File: src/shared/gpio_event_pkg.sv
// Constants shared by the port and event detector block.
// Assumes one 250 MHz bus clock and a 32-bit Avalon-MM register bus.
package gpio_event_pkg;

  localparam int PIN_COUNT = 16;
  localparam int LINE_COUNT = 20;
  localparam int PORT_COUNT = 4;
  localparam int SYNC_WIDTH = 68;

  // Register byte offsets
  localparam logic [7:0] OFS_MODE0 = 8'h00;
  localparam logic [7:0] OFS_MODE1 = 8'h04;
  localparam logic [7:0] OFS_MODE2 = 8'h08;
  localparam logic [7:0] OFS_MODE3 = 8'h0C;
  localparam logic [7:0] OFS_INPUT = 8'h10;
  localparam logic [7:0] OFS_OUTPUT = 8'h14;
  localparam logic [7:0] OFS_SET_RESET = 8'h18;
  localparam logic [7:0] OFS_LOCK = 8'h1C;
  localparam logic [7:0] OFS_INT_MASK = 8'h20;
  localparam logic [7:0] OFS_EVT_MASK = 8'h24;
  localparam logic [7:0] OFS_RISE = 8'h28;
  localparam logic [7:0] OFS_FALL = 8'h2C;
  localparam logic [7:0] OFS_SW_TRIG = 8'h30;
  localparam logic [7:0] OFS_PENDING = 8'h34;
  localparam logic [7:0] OFS_SOURCE_SEL = 8'h38;

  // Pin mode codes, one byte per pin
  localparam logic [7:0] ANALOG_INPUT_CODE = 8'h00;
  localparam logic [7:0] FLOATING_INPUT_CODE = 8'h04;
  localparam logic [7:0] PULLDOWN_INPUT_CODE = 8'h28;
  localparam logic [7:0] PULLUP_INPUT_CODE = 8'h48;
  localparam logic [7:0] OPENDRAIN_OUTPUT_CODE = 8'h14;
  localparam logic [7:0] PUSHPULL_OUTPUT_CODE = 8'h10;
  localparam logic [7:0] ALT_OPENDRAIN_CODE = 8'h1C;
  localparam logic [7:0] ALT_PUSHPULL_CODE = 8'h18;

  // Reset values
  localparam logic [7:0] RST_MODE = 8'h04;
  localparam logic [31:0] RST_WORD = 32'h0000_0000;

endpackage

File: src/hdl/gpio_event_port.sv
// Sixteen-pin general purpose port with a twenty-line edge event detector.
// Assumes pad inputs and internal wake lines are asynchronous to CLK and
// a single Avalon-MM master with waitrequest on the register side.
//
// The Avalon-MM register port and the address map are this design's own decisions.
`timescale 1ns/100ps

////////////////////////////////////////////////////////////////////////////////
// Summary of operation
// RL1: Input pad level is captured into input data every clock.
// RL2: Input modes keep the pin output driver off.
// RL3: Input mode selects pull-up, pull-down or floating.
// RL4: Output modes force both pull resistors off.
// RL5: Input sampling stays active in every mode.
// RL6: Open-drain: bit 0 drives low, bit 1 releases the pin.
// RL7: Push-pull: bit 0 drives low, bit 1 drives high.
// RL8: Output data reads back the value last written.
// RL9: Input data returns the real pad level, even in open-drain.
// RL10: Eight pin modes with their fixed configuration codes.
// RL11: Separate set and reset bits per output pin.
// RL12: Lock bits freeze a pin's mode against later writes.
// RL13: Twenty independent edge detectors raise interrupts or events.
// RL14: Each detector triggers on rising, falling or both edges.
// RL15: Every detector has its own configuration and mask.
// RL16: Sixteen pin lines plus four internal wake lines.
// RL17: Source select picks which port drives each pin line.
// RL18: Software can trigger a line directly.
// RL19: Each line has an interrupt output and a separate event output.
// RL20: Unmasked edge sets pending until software writes one to clear.
// RL21: Edges found by comparing synchronised level with previous cycle.
module gpio_event_port
(
  // Clock and reset
  input wire logic CLK,
  input wire logic RST_N,
  // Avalon-MM slave
  input wire logic [7:0] ADDRESS,
  input wire logic READ,
  input wire logic WRITE,
  input wire logic [3:0] BYTEENABLE,
  input wire logic [31:0] WRITEDATA,
  output logic [31:0] READDATA,
  output logic WAITREQUEST,
  // Pins
  input wire logic [gpio_event_pkg::PIN_COUNT-1:0] PAD_IN,
  output logic [gpio_event_pkg::PIN_COUNT-1:0] PAD_OUT,
  output logic [gpio_event_pkg::PIN_COUNT-1:0] PAD_OE,
  output logic [gpio_event_pkg::PIN_COUNT-1:0] PULL_UP_EN,
  output logic [gpio_event_pkg::PIN_COUNT-1:0] PULL_DOWN_EN,
  // Alternate peripheral drive
  input wire logic [gpio_event_pkg::PIN_COUNT-1:0] ALT_OUT,
  // Other ports as event sources, port 1 in the low bits
  input wire logic [47:0] OTHER_PORT_IN,
  // Internal wake lines
  input wire logic LOW_VOLTAGE_DETECT,
  input wire logic CALENDAR_ALARM,
  input wire logic SERIAL_BUS_WAKE,
  input wire logic NETWORK_WAKE,
  // Towards the processor
  output logic [gpio_event_pkg::LINE_COUNT-1:0] IRQ,
  output logic [gpio_event_pkg::LINE_COUNT-1:0] EVENT
);
  import gpio_event_pkg::*;

  //////////////////////////////////////////////////////////////////////////////
  // Declarations
  logic [SYNC_WIDTH-1:0] raw_in;
  logic [SYNC_WIDTH-1:0] sync_meta;
  logic [SYNC_WIDTH-1:0] sync_level;
  logic [PIN_COUNT-1:0] in_data;
  logic [PIN_COUNT-1:0] out_data;
  logic [PIN_COUNT-1:0] lock;
  logic [7:0] pin_mode [PIN_COUNT];
  logic [LINE_COUNT-1:0] int_mask;
  logic [LINE_COUNT-1:0] evt_mask;
  logic [LINE_COUNT-1:0] rise_en;
  logic [LINE_COUNT-1:0] fall_en;
  logic [LINE_COUNT-1:0] sw_pulse;
  logic [LINE_COUNT-1:0] pending;
  logic [LINE_COUNT-1:0] line_level;
  logic [LINE_COUNT-1:0] line_prev;
  logic [LINE_COUNT-1:0] trig;
  logic [LINE_COUNT-1:0] next_pending;
  logic [31:0] source_sel;
  logic [31:0] wmask;
  logic [31:0] rd_mux;
  logic [PIN_COUNT-1:0] next_out;
  logic [PIN_COUNT-1:0] next_oe;
  logic [PIN_COUNT-1:0] next_pu;
  logic [PIN_COUNT-1:0] next_pd;
  logic wr_take;
  logic req_take;

  //////////////////////////////////////////////////////////////////////////////
  // Bus handshake: one wait cycle, then a single accepting cycle
  assign wr_take = WRITE & ~WAITREQUEST;
  assign req_take = (READ | WRITE) & WAITREQUEST;
  assign wmask = {{8{BYTEENABLE[3]}}, {8{BYTEENABLE[2]}},
                  {8{BYTEENABLE[1]}}, {8{BYTEENABLE[0]}}};

  always_ff @(posedge CLK or negedge RST_N)
  begin
    if (!RST_N)
      WAITREQUEST <= 1'b1;
    else if (req_take)
      WAITREQUEST <= 1'b0;
    else
      WAITREQUEST <= 1'b1;
  end

  always_comb
  begin
    rd_mux = RST_WORD;
    case (ADDRESS)
      OFS_MODE0: rd_mux = {pin_mode[3], pin_mode[2], pin_mode[1], pin_mode[0]};
      OFS_MODE1: rd_mux = {pin_mode[7], pin_mode[6], pin_mode[5], pin_mode[4]};
      OFS_MODE2: rd_mux = {pin_mode[11], pin_mode[10], pin_mode[9], pin_mode[8]};
      OFS_MODE3: rd_mux = {pin_mode[15], pin_mode[14], pin_mode[13], pin_mode[12]};
      OFS_INPUT: rd_mux = {16'h0000, in_data}; // RL9
      OFS_OUTPUT: rd_mux = {16'h0000, out_data}; // RL8
      OFS_LOCK: rd_mux = {16'h0000, lock};
      OFS_INT_MASK: rd_mux = {12'h000, int_mask};
      OFS_EVT_MASK: rd_mux = {12'h000, evt_mask};
      OFS_RISE: rd_mux = {12'h000, rise_en};
      OFS_FALL: rd_mux = {12'h000, fall_en};
      OFS_PENDING: rd_mux = {12'h000, pending};
      OFS_SOURCE_SEL: rd_mux = source_sel;
      default: rd_mux = RST_WORD;
    endcase
  end

  // Read data is loaded with the wait cycle so it stands when waitrequest drops
  always_ff @(posedge CLK or negedge RST_N)
  begin
    if (!RST_N)
      READDATA <= RST_WORD;
    else if (READ && req_take)
      READDATA <= rd_mux;
  end

  //////////////////////////////////////////////////////////////////////////////
  // Pin configuration
  always_ff @(posedge CLK or negedge RST_N)
  begin
    if (!RST_N)
    begin
      for (int i = 0; i < PIN_COUNT; i++)
        pin_mode[i] <= RST_MODE;
    end
    else if (wr_take && ADDRESS[7:4] == OFS_MODE0[7:4])
    begin
      // Byte lane k of mode word r belongs to pin 4r+k
      for (int k = 0; k < 4; k++)
      begin
        if (BYTEENABLE[k] && !lock[{ADDRESS[3:2], k[1:0]}]) // RL12
          pin_mode[{ADDRESS[3:2], k[1:0]}] <= WRITEDATA[8*k +: 8];
      end
    end
  end

  // Lock bits only set; a reset is the only way to unfreeze a pin
  always_ff @(posedge CLK or negedge RST_N)
  begin
    if (!RST_N)
      lock <= RST_WORD[PIN_COUNT-1:0];
    else if (wr_take && ADDRESS == OFS_LOCK)
      lock <= lock | (WRITEDATA[PIN_COUNT-1:0] & wmask[PIN_COUNT-1:0]); // RL12
  end

  always_ff @(posedge CLK or negedge RST_N)
  begin
    if (!RST_N)
      out_data <= RST_WORD[PIN_COUNT-1:0];
    else if (wr_take && ADDRESS == OFS_OUTPUT)
      out_data <= (out_data & ~wmask[PIN_COUNT-1:0])
                | (WRITEDATA[PIN_COUNT-1:0] & wmask[PIN_COUNT-1:0]);
    else if (wr_take && ADDRESS == OFS_SET_RESET)
      // Set wins over reset when both bits of a pin are written
      out_data <= (out_data & ~(WRITEDATA[31:16] & wmask[31:16]))
                | (WRITEDATA[15:0] & wmask[15:0]); // RL11
  end

  //////////////////////////////////////////////////////////////////////////////
  // Pad drivers and pulls
  always_comb
  begin
    next_out = '0;
    next_oe = '0;
    next_pu = '0;
    next_pd = '0;
    for (int i = 0; i < PIN_COUNT; i++)
    begin
      case (pin_mode[i]) // RL10
        PUSHPULL_OUTPUT_CODE:
        begin
          next_oe[i] = 1'b1; // RL7
          next_out[i] = out_data[i];
        end
        ALT_PUSHPULL_CODE:
        begin
          next_oe[i] = 1'b1;
          next_out[i] = ALT_OUT[i];
        end
        OPENDRAIN_OUTPUT_CODE:
          next_oe[i] = ~out_data[i]; // RL6
        ALT_OPENDRAIN_CODE:
          next_oe[i] = ~ALT_OUT[i];
        PULLUP_INPUT_CODE:
          next_pu[i] = 1'b1; // RL3
        PULLDOWN_INPUT_CODE:
          next_pd[i] = 1'b1;
        // Analog, floating and unknown codes leave the pin undriven
        default:
          next_oe[i] = 1'b0; // RL2
      endcase
    end
  end

  // Output modes fall to the default pull value of zero
  always_ff @(posedge CLK or negedge RST_N)
  begin
    if (!RST_N)
    begin
      PAD_OUT <= '0;
      PAD_OE <= '0;
      PULL_UP_EN <= '0;
      PULL_DOWN_EN <= '0;
    end
    else
    begin
      PAD_OUT <= next_out;
      PAD_OE <= next_oe; // RL2
      PULL_UP_EN <= next_pu; // RL4
      PULL_DOWN_EN <= next_pd; // RL4
    end
  end

  //////////////////////////////////////////////////////////////////////////////
  // Input sampling, independent of mode
  assign raw_in = {NETWORK_WAKE, SERIAL_BUS_WAKE, CALENDAR_ALARM, LOW_VOLTAGE_DETECT,
                   OTHER_PORT_IN, PAD_IN};

  always_ff @(posedge CLK or negedge RST_N)
  begin
    if (!RST_N)
    begin
      sync_meta <= '0;
      sync_level <= '0;
    end
    else
    begin
      sync_meta <= raw_in;
      sync_level <= sync_meta;
    end
  end

  // Analog mode still samples; software simply ignores that bit
  always_ff @(posedge CLK or negedge RST_N)
  begin
    if (!RST_N)
      in_data <= '0;
    else
      in_data <= sync_level[PIN_COUNT-1:0]; // RL1 RL5
  end

  //////////////////////////////////////////////////////////////////////////////
  // Event detector configuration
  always_ff @(posedge CLK or negedge RST_N)
  begin
    if (!RST_N)
    begin
      int_mask <= '0;
      evt_mask <= '0;
      rise_en <= '0;
      fall_en <= '0;
      source_sel <= RST_WORD;
    end
    else if (wr_take)
    begin
      case (ADDRESS) // RL15
        OFS_INT_MASK: int_mask <= (int_mask & ~wmask[19:0]) | (WRITEDATA[19:0] & wmask[19:0]);
        OFS_EVT_MASK: evt_mask <= (evt_mask & ~wmask[19:0]) | (WRITEDATA[19:0] & wmask[19:0]);
        OFS_RISE: rise_en <= (rise_en & ~wmask[19:0]) | (WRITEDATA[19:0] & wmask[19:0]);
        OFS_FALL: fall_en <= (fall_en & ~wmask[19:0]) | (WRITEDATA[19:0] & wmask[19:0]);
        OFS_SOURCE_SEL: source_sel <= (source_sel & ~wmask) | (WRITEDATA & wmask);
        default: source_sel <= source_sel;
      endcase
    end
  end

  // Software trigger is a one-cycle pulse; the register reads as zero
  always_ff @(posedge CLK or negedge RST_N)
  begin
    if (!RST_N)
      sw_pulse <= '0;
    else if (wr_take && ADDRESS == OFS_SW_TRIG)
      sw_pulse <= WRITEDATA[19:0] & wmask[19:0]; // RL18
    else
      sw_pulse <= '0;
  end

  //////////////////////////////////////////////////////////////////////////////
  // Line sources and edge detection
  always_comb
  begin
    line_level = '0;
    for (int n = 0; n < PIN_COUNT; n++)
      line_level[n] = sync_level[PIN_COUNT * int'(source_sel[2*n +: 2]) + n]; // RL17
    line_level[19:16] = sync_level[67:64]; // RL16
  end

  always_ff @(posedge CLK or negedge RST_N)
  begin
    if (!RST_N)
      line_prev <= '0;
    else
      line_prev <= line_level;
  end

  // A source switch can look like an edge; change selection with the line masked
  assign trig = (line_level & ~line_prev & rise_en)
              | (~line_level & line_prev & fall_en)
              | sw_pulse; // RL13 RL14 RL21

  // A new edge in the clearing cycle keeps the flag set
  assign next_pending = (wr_take && ADDRESS == OFS_PENDING)
                      ? ((pending & ~(WRITEDATA[19:0] & wmask[19:0])) | (trig & int_mask))
                      : (pending | (trig & int_mask));

  always_ff @(posedge CLK or negedge RST_N)
  begin
    if (!RST_N)
      pending <= '0;
    else
      pending <= next_pending; // RL20
  end

  always_ff @(posedge CLK or negedge RST_N)
  begin
    if (!RST_N)
    begin
      IRQ <= '0;
      EVENT <= '0;
    end
    else
    begin
      IRQ <= next_pending & int_mask; // RL19
      EVENT <= trig & evt_mask; // RL19
    end
  end

endmodule // gpio_event_port

File: config.mk
export PLATFORM = sky130hd
export DESIGN_NAME = gpio_event_port
export DESIGN_NICKNAME = d
export VERILOG_FILES = /design/src/shared/gpio_event_pkg.sv /design/src/hdl/gpio_event_port.sv
export SDC_FILE = /design/constraint.sdc
export NUM_CORES = 1
export LEC_CHECK = 0
export ABC_AREA = 1
export BUFFER_PORTS_ARGS = -buffer_cell sky130_fd_sc_hd__buf_2
export CAP_MARGIN = 20
export CORE_ASPECT_RATIO = 0.8
export CORE_MARGIN = 2
export CORE_UTILIZATION = 45
export DETAILED_ROUTE_END_ITERATION = 16
export SLEW_MARGIN = 20
export SYNTH_ARGS = -nofsm -noshare
export SYNTH_HDL_FRONTEND = slang
export SYNTH_SLANG_ARGS = --single-unit
File: constraint.sdc
create_clock -name CLK -period 5.2 [get_ports CLK]
set_input_delay 0.26 -clock CLK [delete_from_list [all_inputs] [get_ports CLK]]
set_output_delay 0.26 -clock CLK [all_outputs]
set_load 0.02 [all_outputs]
### After elaboration in Yosys (flattened, before gate mapping)

Index checks and enable logic that the tools add are counted.

| storage, ports and cells | value |
|---|---|
| register bits | 621 |
| input port bits | 132 |
| output and inout bits | 137 |
| word-level logic and storage cells | 455 |

| operators by class | value |
|---|---|
| $add $sub $neg | 15 |
| $lt $le $gt $ge | 28 |
| equal/unequal tests | 110 |
| multiplexer cells | 144 |
| bitwise gates (word level) | 78 |
| reduce and logical (&&, ||, !) cells | 43 |

Operators by type and width:

| operator | number |
|---|---|
| two-way mux 128 bit | 7 |
| equality test 8 x 5 -> 1 bit, second input constant | 68 |
| bitwise mux 128 bit | 4 |
| one-hot mux 32 bit (13 select lines) | 1 |
| AND 20 bit | 13 |
| equality test 8 x 6 -> 1 bit, second input constant | 23 |
| bitwise OR 20 bit | 8 |
| demux 8 bit (select 4 bit) | 4 |
| equality test 8 x 7 -> 1 bit, second input constant | 16 |
| less-than comparator 7 x 8 -> 1 bit, second input constant | 15 |
| binary-select mux 1 bit (select 7 bit) | 15 |
| inverter 20 bit | 4 |
| two-way mux 1 bit | 68 |
| AND 16 bit | 4 |
| AND 32 bit | 2 |
| adder 6 x 4 -> 7 bit, second input constant | 8 |
| bitwise OR 16 bit | 3 |
| one-hot mux 1 bit (3 select lines) | 16 |
| two-way mux 20 bit | 2 |
| inverter 1 bit | 33 |
| two-way mux 16 bit | 2 |
| two-way mux 8 bit | 4 |
| inverter 16 bit | 2 |
| inverter 32 bit | 1 |
| other kinds (22) | 95 |

### Longest topological paths before layout

Gate-level depths: netlist of the first run.

| logic depth | value |
|---|---|
| depth after elaboration | 16 |
| mapped depth | 14 |
| mapped depth without buffers | 11 |

### Least setup slack after synthesis of the first run

No wires, ideal clock.

| timing | value |
|---|---|
| kind | flip-flop to flip-flop |
| start | register WAITREQUEST |
| end | register pin_mode[117] (netlist name) |
| library setup time | 126 ps |
| data arrival time | 1644 ps |
| data required time | 5074 ps |
| slack | 3430 ps |
| stages on the path, launching flop included | 12 |
| path buffers | 2 |
| clock period less this slack | 1770 ps |
| cell sequence | dfstp_2 > nor2_4 > inv_1 > nor2_1 > inv_1 > nor2_1 > nand2_1 > clkbuf_2 > nor2_4 > buf_4 > nand2_1 > o21ai_0 |

| on the way | value |
|---|---|
| longest elaborated chain between the ends | 3 |

RTL lines:

| item | RTL line | RTL |
|---|---|---|
| start, declared | gpio_event_port.sv:43 | `output logic WAITREQUEST,` |
| start signal, assigned | gpio_event_port.sv:104 | `WAITREQUEST <= 1'b1;` |
| start signal, assigned | gpio_event_port.sv:106 | `WAITREQUEST <= 1'b0;` |
| start signal, assigned | gpio_event_port.sv:108 | `WAITREQUEST <= 1'b1;` |
| inverter 1 bit | gpio_event_port.sv:96 | `assign wr_take = WRITE & ~WAITREQUEST;` |
| AND 1 bit | gpio_event_port.sv:96 |  |
| logical AND 1 bit | gpio_event_port.sv:150 | `else if (wr_take && ADDRESS[7:4] == OFS_MODE0[7:4])` |
| end signal, assigned by index | gpio_event_port.sv:156 | `pin_mode[{ADDRESS[3:2], k[1:0]}] <= WRITEDATA[8*k +: 8];` |
| end, declared | gpio_event_port.sv:73 | `logic [7:0] pin_mode [PIN_COUNT];` |

No other way between the ends.
A chain may end at the register's enable or synchronous reset.

### Worst setup path after layout of the first run

| timing | value |
|---|---|
| start | register WAITREQUEST |
| end | register pin_mode[21] (netlist name) |

Same word-level chain as after synthesis.

==> Implementation_results.wiki, run 1 <==
{| class="wikitable"
! Metric !! Value
|-
| Power density normalized to cell area || 341 mW/mm^2
|-
| Maximum fanout along the worst path || 17
|-
| Synth-to-layout area growth || 21.6%
|-
| Number of distinct library cells after synthesis || 37
|-
| Total setup violations reported at the end of the flow || 0
|-
| Post-layout instance area || 0.0308 sq mm
|-
| Boundary Pins || 269
|-
| Area fraction of the dominant cell type after synthesis || 59.8%
|-
| Min Tclk post-route || 2770 ps
|-
| Clock insertion delay at the later pin of the skew report || 640 ps
|-
| Worst-case clock skew || 12.4 ps
|-
| Launching element type of the critical path || flip-flop
|-
| GPL Wtd Cong || 0.970
|-
| Maximum vdd drop || 0.243 mV
|-
| Normalized max-slew margin || 31.5%
|-
| Number of detailed-route iterations in the first pass || 6
|-
| Pin count of the biggest net entering global routing || 142
|-
| RSZ-0062 raised after global routing || no
|-
| Global-route congestion overflow total || 0
|-
| Area of all sequential standard cells || 0.0156 sq mm
|-
| Placement Rows || 77
|-
| Pre-CTS setup slack || 2350 ps
|-
| Number of max-capacitance violations reported || 0
|-
| Clock transition at the registers of the reported paths || 60 ps
|-
| Clock root cell || sky130_fd_sc_hd__clkbuf_16
|-
| Max clock buf depth || 3
|-
| Initial drt markers || 2558
|-
| Hold Path Class || in -> reg
|-
| Number of fill cells in the layout || 5016
|-
| Synthesis warning total || 0
|-
| Top cell type by total area after synthesis || sky130_fd_sc_hd__dfrtp_1
|-
| Average via count per standard cell || 5.36
|-
| Clk sinks || 621
|-
| Count of buffers from port buffering || 268
|-
| Initial antenna violation count || 4
|-
| Period utilization || 53.3%
|-
| Combined area of the multi-input logic cells || 0.00813 sq mm
|-
| Max Freq || 361 MHz
|-
| Status || completed
|-
| Total global routing track utilization || 29.0%
|-
| Async set-or-reset flop fraction in the synthesized netlist || 100%
|-
| Initial core utilization || 45.6%
|-
| Number of synthesized flops with an enable pin || 0
|-
| Final Max Slew Viols || 0
|-
| Setup tns final || 0 ps
|-
| DRC violation count after routing || 0
|-
| Clock tree from TritonCTS || done
|-
| Number of storage elements in the synthesis netlist || 621
|-
| Detail-routed net length per standard cell || 20.8 microns
|-
| Number of placed instances, taps included || 3793
|-
| Synthesized instance count || 2836
|-
| Most common cell after layout, fill and taps aside || sky130_fd_sc_hd__nand2_1
|-
| Share of synthesized area occupied by flip-flops and latches || 61.5%
|-
| Hold violation total from the final report || 0
|-
| Dominant synthesized flop cell || sky130_fd_sc_hd__dfrtp_1
|-
| H-Tree Level Count || 2
|-
| PnR worst setup slack || 2430 ps
|-
| Placement-stage cell area || 0.0274 sq mm
|-
| Leak Pwr || 15.4 nW
|-
| Number of setup buffers added after CTS || 0
|-
| Die X-Extent || 269 microns
|-
| Data arrival, critical path || 3250 ps
|-
| Post-synthesis cell area || 0.0253 sq mm
|-
| Via count of the first global-routing pass || 20400
|-
| Synthesized area per cell || 8.92 sq um
|-
| Net count after synthesis || 2968
|-
| Number of standard cells in the layout, taps in and fillers out || 4020
|-
| Ranking of synthesized cells by area || sky130_fd_sc_hd__dfrtp_1, sky130_fd_sc_hd__nand2_1, sky130_fd_sc_hd__o21ai_0
|-
| Number of nets with antenna violations after detailed routing || 0
|-
| Std-Cell Core Area || 0.0554 sq mm
|-
| Hpwl dp || 59700 microns
|-
| Utilization after layout || 55.5%
|-
| Share of final-layout standard cells stronger than drive strength 1 || 13.5%
|-
| Critical Setup Path Class || reg -> reg
|-
| CTS buffer count || 61
|-
| Worst Tran Pin Value || 1030 ps
|-
| Routed Wire Length || 83800 microns
|-
| Global-route wire length before repair || 125000 microns
|-
| Die outline height || 216 microns
|-
| Leading cell types in the layout, fill and taps excluded || sky130_fd_sc_hd__nand2_1, sky130_fd_sc_hd__dfrtp_1, sky130_fd_sc_hd__o21ai_0
|-
| Critical Path End Type || flip-flop
|-
| Via count of the routed design || 21500
|-
| Total Die Area || 0.0581 sq mm
|-
| Required arrival time at the worst endpoint || 5680 ps
|-
| Number of gates resized after CTS || 0
|-
| Final Net Count || 3348
|}
[cells by family after synthesis]
family,Yosys count,share of synthesized area (%)
AO/OA/AOI/OAI,448,9.34
buffers and inverters,409,6.40
flip-flops,621,61.5
AND/OR/NAND/NOR,1356,22.6
multiplexers,2,0.0891
[synthesized netlist by cell type (all sizes together), types with 4 or more instances]
cell      n
nand2   829
dfrtp   604
o21ai   353
inv     325
nand3   283
nor2    171
buf      50
a21oi    45
clkbuf   34
nor3     28
dfstp    17
nor3b    16
nor4     16
o22ai    16
o211ai    9
nand3b    7
a31oi     5
a211oi    4
nand4     4
o21bai    4
[worst max-delay path: stages (launching register included)]
cell,delay (ps)
sky130_fd_sc_hd__dfstp_2,390
sky130_fd_sc_hd__nor2_4,120
sky130_fd_sc_hd__buf_4,280
sky130_fd_sc_hd__inv_1,140
sky130_fd_sc_hd__nor2_1,200
sky130_fd_sc_hd__inv_1,200
sky130_fd_sc_hd__nor2_1,130
sky130_fd_sc_hd__nand2_1,260
sky130_fd_sc_hd__nor2_1,720
sky130_fd_sc_hd__o21ai_0,160
[routing by layer]
metal  global-route usage (%)  vias to the layer above  share of wire [%]
met5                        0                        -              0.025
met4                     7.76                        4                2.2
met3                     6.32                      114                 10
met2                     41.6                     1038                 43
met1                     44.4                    10500                 45
li1                         -                     9877                  -
[stage by stage]
step / hold WS (ps) / power (mW)
3_3_place_gp: 331 / 5.63
3_5_place_dp: 335 / 5.64
2_1_floorplan: -35.6 / 5.31
4_1_cts: 11.2 / 10.6
5_1_grt: 39.1 / 10.9
6_report: 50.8 / 10.5
[worst paths after layout]
kind | startpoint | endpoint | slack, ps | cells after the start
worst max-delay path | WAITREQUEST$_DFF_PN1_ | pin_mode[21]$_DFFE_PN0P_ | 2430 | 9
worst min-delay path | ALT_OUT[0] | PAD_OUT[0]$_DFF_PN0_ | 50 | 5
worst max register to register | WAITREQUEST$_DFF_PN1_ | pin_mode[21]$_DFFE_PN0P_ | 2430 | 9
worst min register to register | sync_meta[35]$_DFF_PN0_ | sync_level[35]$_DFF_PN0_ | 340 | 0
max in group asynchronous | RST_N | sync_meta[50]$_DFF_PN0_ | 3560 | 3
min in group asynchronous | RST_N | READDATA[28]$_DFFE_PN0P_ | 280 | 2
[power by group]
group	leakage, nW	total (mW)	internal (mW)	switching (mW)
registers	7.77	5.06	4.97	0.0874
clock network	1.09	4.87	2.92	1.96
logic	6.59	0.566	0.169	0.397
[repair_timing]
action	in CTS	in global routing
hold buffers	110	0
endpoints found under the hold margin	266	0
endpoints found under the setup margin	0	0
[cell type report]
cell class	count	area share (%)
inverter	325	3.97
multi-input combinational	1806	26.4
clock inverter	31	1.56
clock buffer	83	5.72
antenna	3	0.0244
tap	750	3.05
sequential	621	50.6
timing repair buffer	401	8.66
No activity file was read; power rests on OpenSTA's default activity.
==> run 2, diff against run 1 <==
--- a/config.mk
+++ b/config.mk
@@ -12,6 +12,7 @@
 export CORE_MARGIN = 2
 export CORE_UTILIZATION = 45
 export DETAILED_ROUTE_END_ITERATION = 16
+export PLACE_DENSITY = 0.66
 export SLEW_MARGIN = 20
 export SYNTH_ARGS = -nofsm -noshare
 export SYNTH_HDL_FRONTEND = slang
==> constraint.sdc (replaced) <==
create_clock -name CLK -period 2.3 [get_ports CLK]
set_input_delay 0.115 -clock CLK [delete_from_list [all_inputs] [get_ports CLK]]
set_output_delay 0.115 -clock CLK [all_outputs]
set_load 0.02 [all_outputs]
==> Implementation_results.wiki, run 2 (synthesized netlist as in run 1, its figures left out) <==
{| class="wikitable"
! Metric !! Value
|-
| Initial antenna violation count || 2
|-
| Final Max Slew Viols || 0
|-
| Setup slack of the worst register-to-register path || 150 ps
|-
| Max clock buf depth || 3
|-
| Leak Pwr || 15.8 nW
|-
| Global-route wire length before repair || 129000 microns
|-
| Cell type group with the largest total delay on the critical path || buffers and inverters
|-
| RR Startpoint || WAITREQUEST$_DFF_PN1_
|-
| Startpoint of the most critical setup path || WAITREQUEST$_DFF_PN1_
|-
| Std-Cell Core Area || 0.0554 sq mm
|-
| Placement-stage cell area || 0.0281 sq mm
|-
| Routed Wire Length || 86500 microns
|-
| Most common cell after layout, fill and taps aside || sky130_fd_sc_hd__nand2_1
|-
| Slowest library cell on the worst path || sky130_fd_sc_hd__dfstp_2
|-
| Via count of the routed design || 22000
|-
| Min Tclk post-route || 2150 ps
|-
| CTS buffer count || 61
|-
| Count of buffers from port buffering || 268
|-
| Share of final-layout standard cells stronger than drive strength 1 || 15.1%
|-
| Total Die Area || 0.0581 sq mm
|-
| Initial core utilization || 45.6%
|-
| GPL Wtd Cong || 1.04
|-
| Number of max-capacitance violations reported || 0
|-
| Final Net Count || 3424
|-
| Worst-case clock skew || 16.7 ps
|-
| Leading cell types in the layout, fill and taps excluded || sky130_fd_sc_hd__nand2_1, sky130_fd_sc_hd__dfrtp_1, sky130_fd_sc_hd__o21ai_0
|-
| Required arrival time at the worst endpoint || 2780 ps
|-
| Total global routing track utilization || 30.0%
|-
| Average via count per standard cell || 5.38
|-
| Launching element type of the critical path || flip-flop
|-
| Hold Path Class || in -> reg
|-
| Synth-to-layout area growth || 24.3%
|-
| Pre-CTS setup slack || 89.2 ps
|-
| Setup tns final || 0 ps
|-
| Crit-path cells || nor2_4 > buf_4 > nand2_1 > inv_1 > nand2_1 > nand2_2 > inv_1 > o21ai_0
|-
| Maximum vdd drop || 0.603 mV
|-
| Clock tree from TritonCTS || done
|-
| H-Tree Level Count || 2
|-
| Capture point of the critical path || out_data[5]$_DFFE_PN0P_
|-
| Via count of the first global-routing pass || 21000
|-
| Final total power || 23.3 mW
|-
| Power density normalized to cell area || 742 mW/mm^2
|-
| Crit-path max cell delay || 580 ps
|-
| Die X-Extent || 269 microns
|-
| Maximum fanout along the worst path || 16
|-
| Critical Path End Type || flip-flop
|-
| Placement Rows || 77
|-
| Hpwl dp || 63300 microns
|-
| Critical Path Stages || 8
|-
| Number of detailed-route iterations in the first pass || 5
|-
| Number of nets with antenna violations after detailed routing || 0
|-
| Clk sinks || 621
|-
| Max Freq || 464 MHz
|-
| PnR worst setup slack || 146 ps
|-
| Total setup violations reported at the end of the flow || 0
|-
| Clock root cell || sky130_fd_sc_hd__clkbuf_16
|-
| Pin count of the biggest net entering global routing || 80
|-
| Normalized max-slew margin || 56.0%
|-
| Initial drt markers || 2629
|-
| Critical Setup Path Class || reg -> reg
|-
| Boundary Pins || 269
|-
| Clock insertion delay at the later pin of the skew report || 640 ps
|-
| Number of standard cells in the layout, taps in and fillers out || 4096
|-
| DRC violation count after routing || 0
|-
| Detail-routed net length per standard cell || 21.1 microns
|-
| Number of stages on the worst hold path || 3
|-
| Capture point of the worst reg-to-reg path || out_data[5]$_DFFE_PN0P_
|-
| Global-route congestion overflow total || 0
|-
| Worst Tran Pin Value || 643 ps
|-
| Die outline height || 216 microns
|-
| Data arrival, critical path || 2640 ps
|-
| Post-layout instance area || 0.0314 sq mm
|-
| Clock transition at the registers of the reported paths || 70 ps
|-
| Buf/Inv on CP || 3
|-
| Hold violation total from the final report || 0
|-
| Status || completed
|-
| Reg2reg path depth || 8
|-
| Number of placed instances, taps included || 3859
|-
| Period utilization || 93.6%
|-
| RSZ-0062 raised after global routing || no
|}
-- run 2: cell count changes in the layout (fill, tap and decap cells not counted), sizes merged --
| cell | previous run | this run |
|---|---|---|
| diode | 3 | 2 |
| dlygate4sd3 | 110 | 120 |
| inv | 327 | 326 |
| buf | 291 | 357 |
| clkinv | 12 | 13 |
| bufinv | 11 | 5 |
| clkbuf | 83 | 91 |
| clkinvlp | 6 | 5 |
-- run 2: final cells by class --
| type | instances | area (sq um) |
|---|---|---|
| inverters | 325 | 1220 |
| repair buffers | 477 | 3460 |
| well taps | 750 | 938 |
| fillers | 4918 | 24000 |
| flip-flops and latches | 621 | 15600 |
| clock buffers | 91 | 1850 |
| diodes | 2 | 5.00 |
| clock inverters | 24 | 269 |
| multi-input cells | 1806 | 8120 |
-- run 2: where the power goes --
group | internal (mW) | total, mW | switching (mW)
Combinational | 0.454 | 1.39 | 0.936
Clock | 6.12 | 10.5 | 4.35
Sequential | 11.2 | 11.5 | 0.222
-- run 2: timing repair --
action	CTS	global route
endpoints found under the hold margin	651	0
hold buffers	120	0
gates resized for setup	0	2
endpoints found under the setup margin	0	6
setup buffers	0	0
-- run 2: tightest hold or removal path, delay by kind of cell --
kind / cells / cell delay, ps
AO/OA/AOI/OAI: 1 / 220
buffers and inverters: 2 / 310
-- run 2: worst min-delay path by stage --
stage	slack, ps	startpoint	to
2_1_floorplan	-180	RST_N	EVENT[0]$_DFF_PN0_
5_1_grt	90	WRITEDATA[5]	sw_pulse[5]$_DFF_PN0_
6_report	50	WRITEDATA[5]	pin_mode[29]$_DFFE_PN0P_
4_1_cts	40	WRITEDATA[5]	flip-flop
3_5_place_dp	130	RST_N	READDATA[27]$_DFFE_PN0P_
3_3_place_gp	140	RST_N	READDATA[29]$_DFFE_PN0P_
-- run 2: metrics by stage --
step	hold WS [ps]	utilization [%]
final	45.1	56.7
after detailed placement	133	50.7
after global routing	88.5	56.7
after CTS	36.5	56.7
after global placement	136	50.7
after floorplan	-181	-
-- run 2: metal layers --
layer,routed length (microns),up-vias,track usage (%)
li1,-,10000,-
met1,37100,10700,44.3
met2,37500,1149,43.7
met3,9480,135,7.76
met4,2330,2,8.48
met5,13,-,0
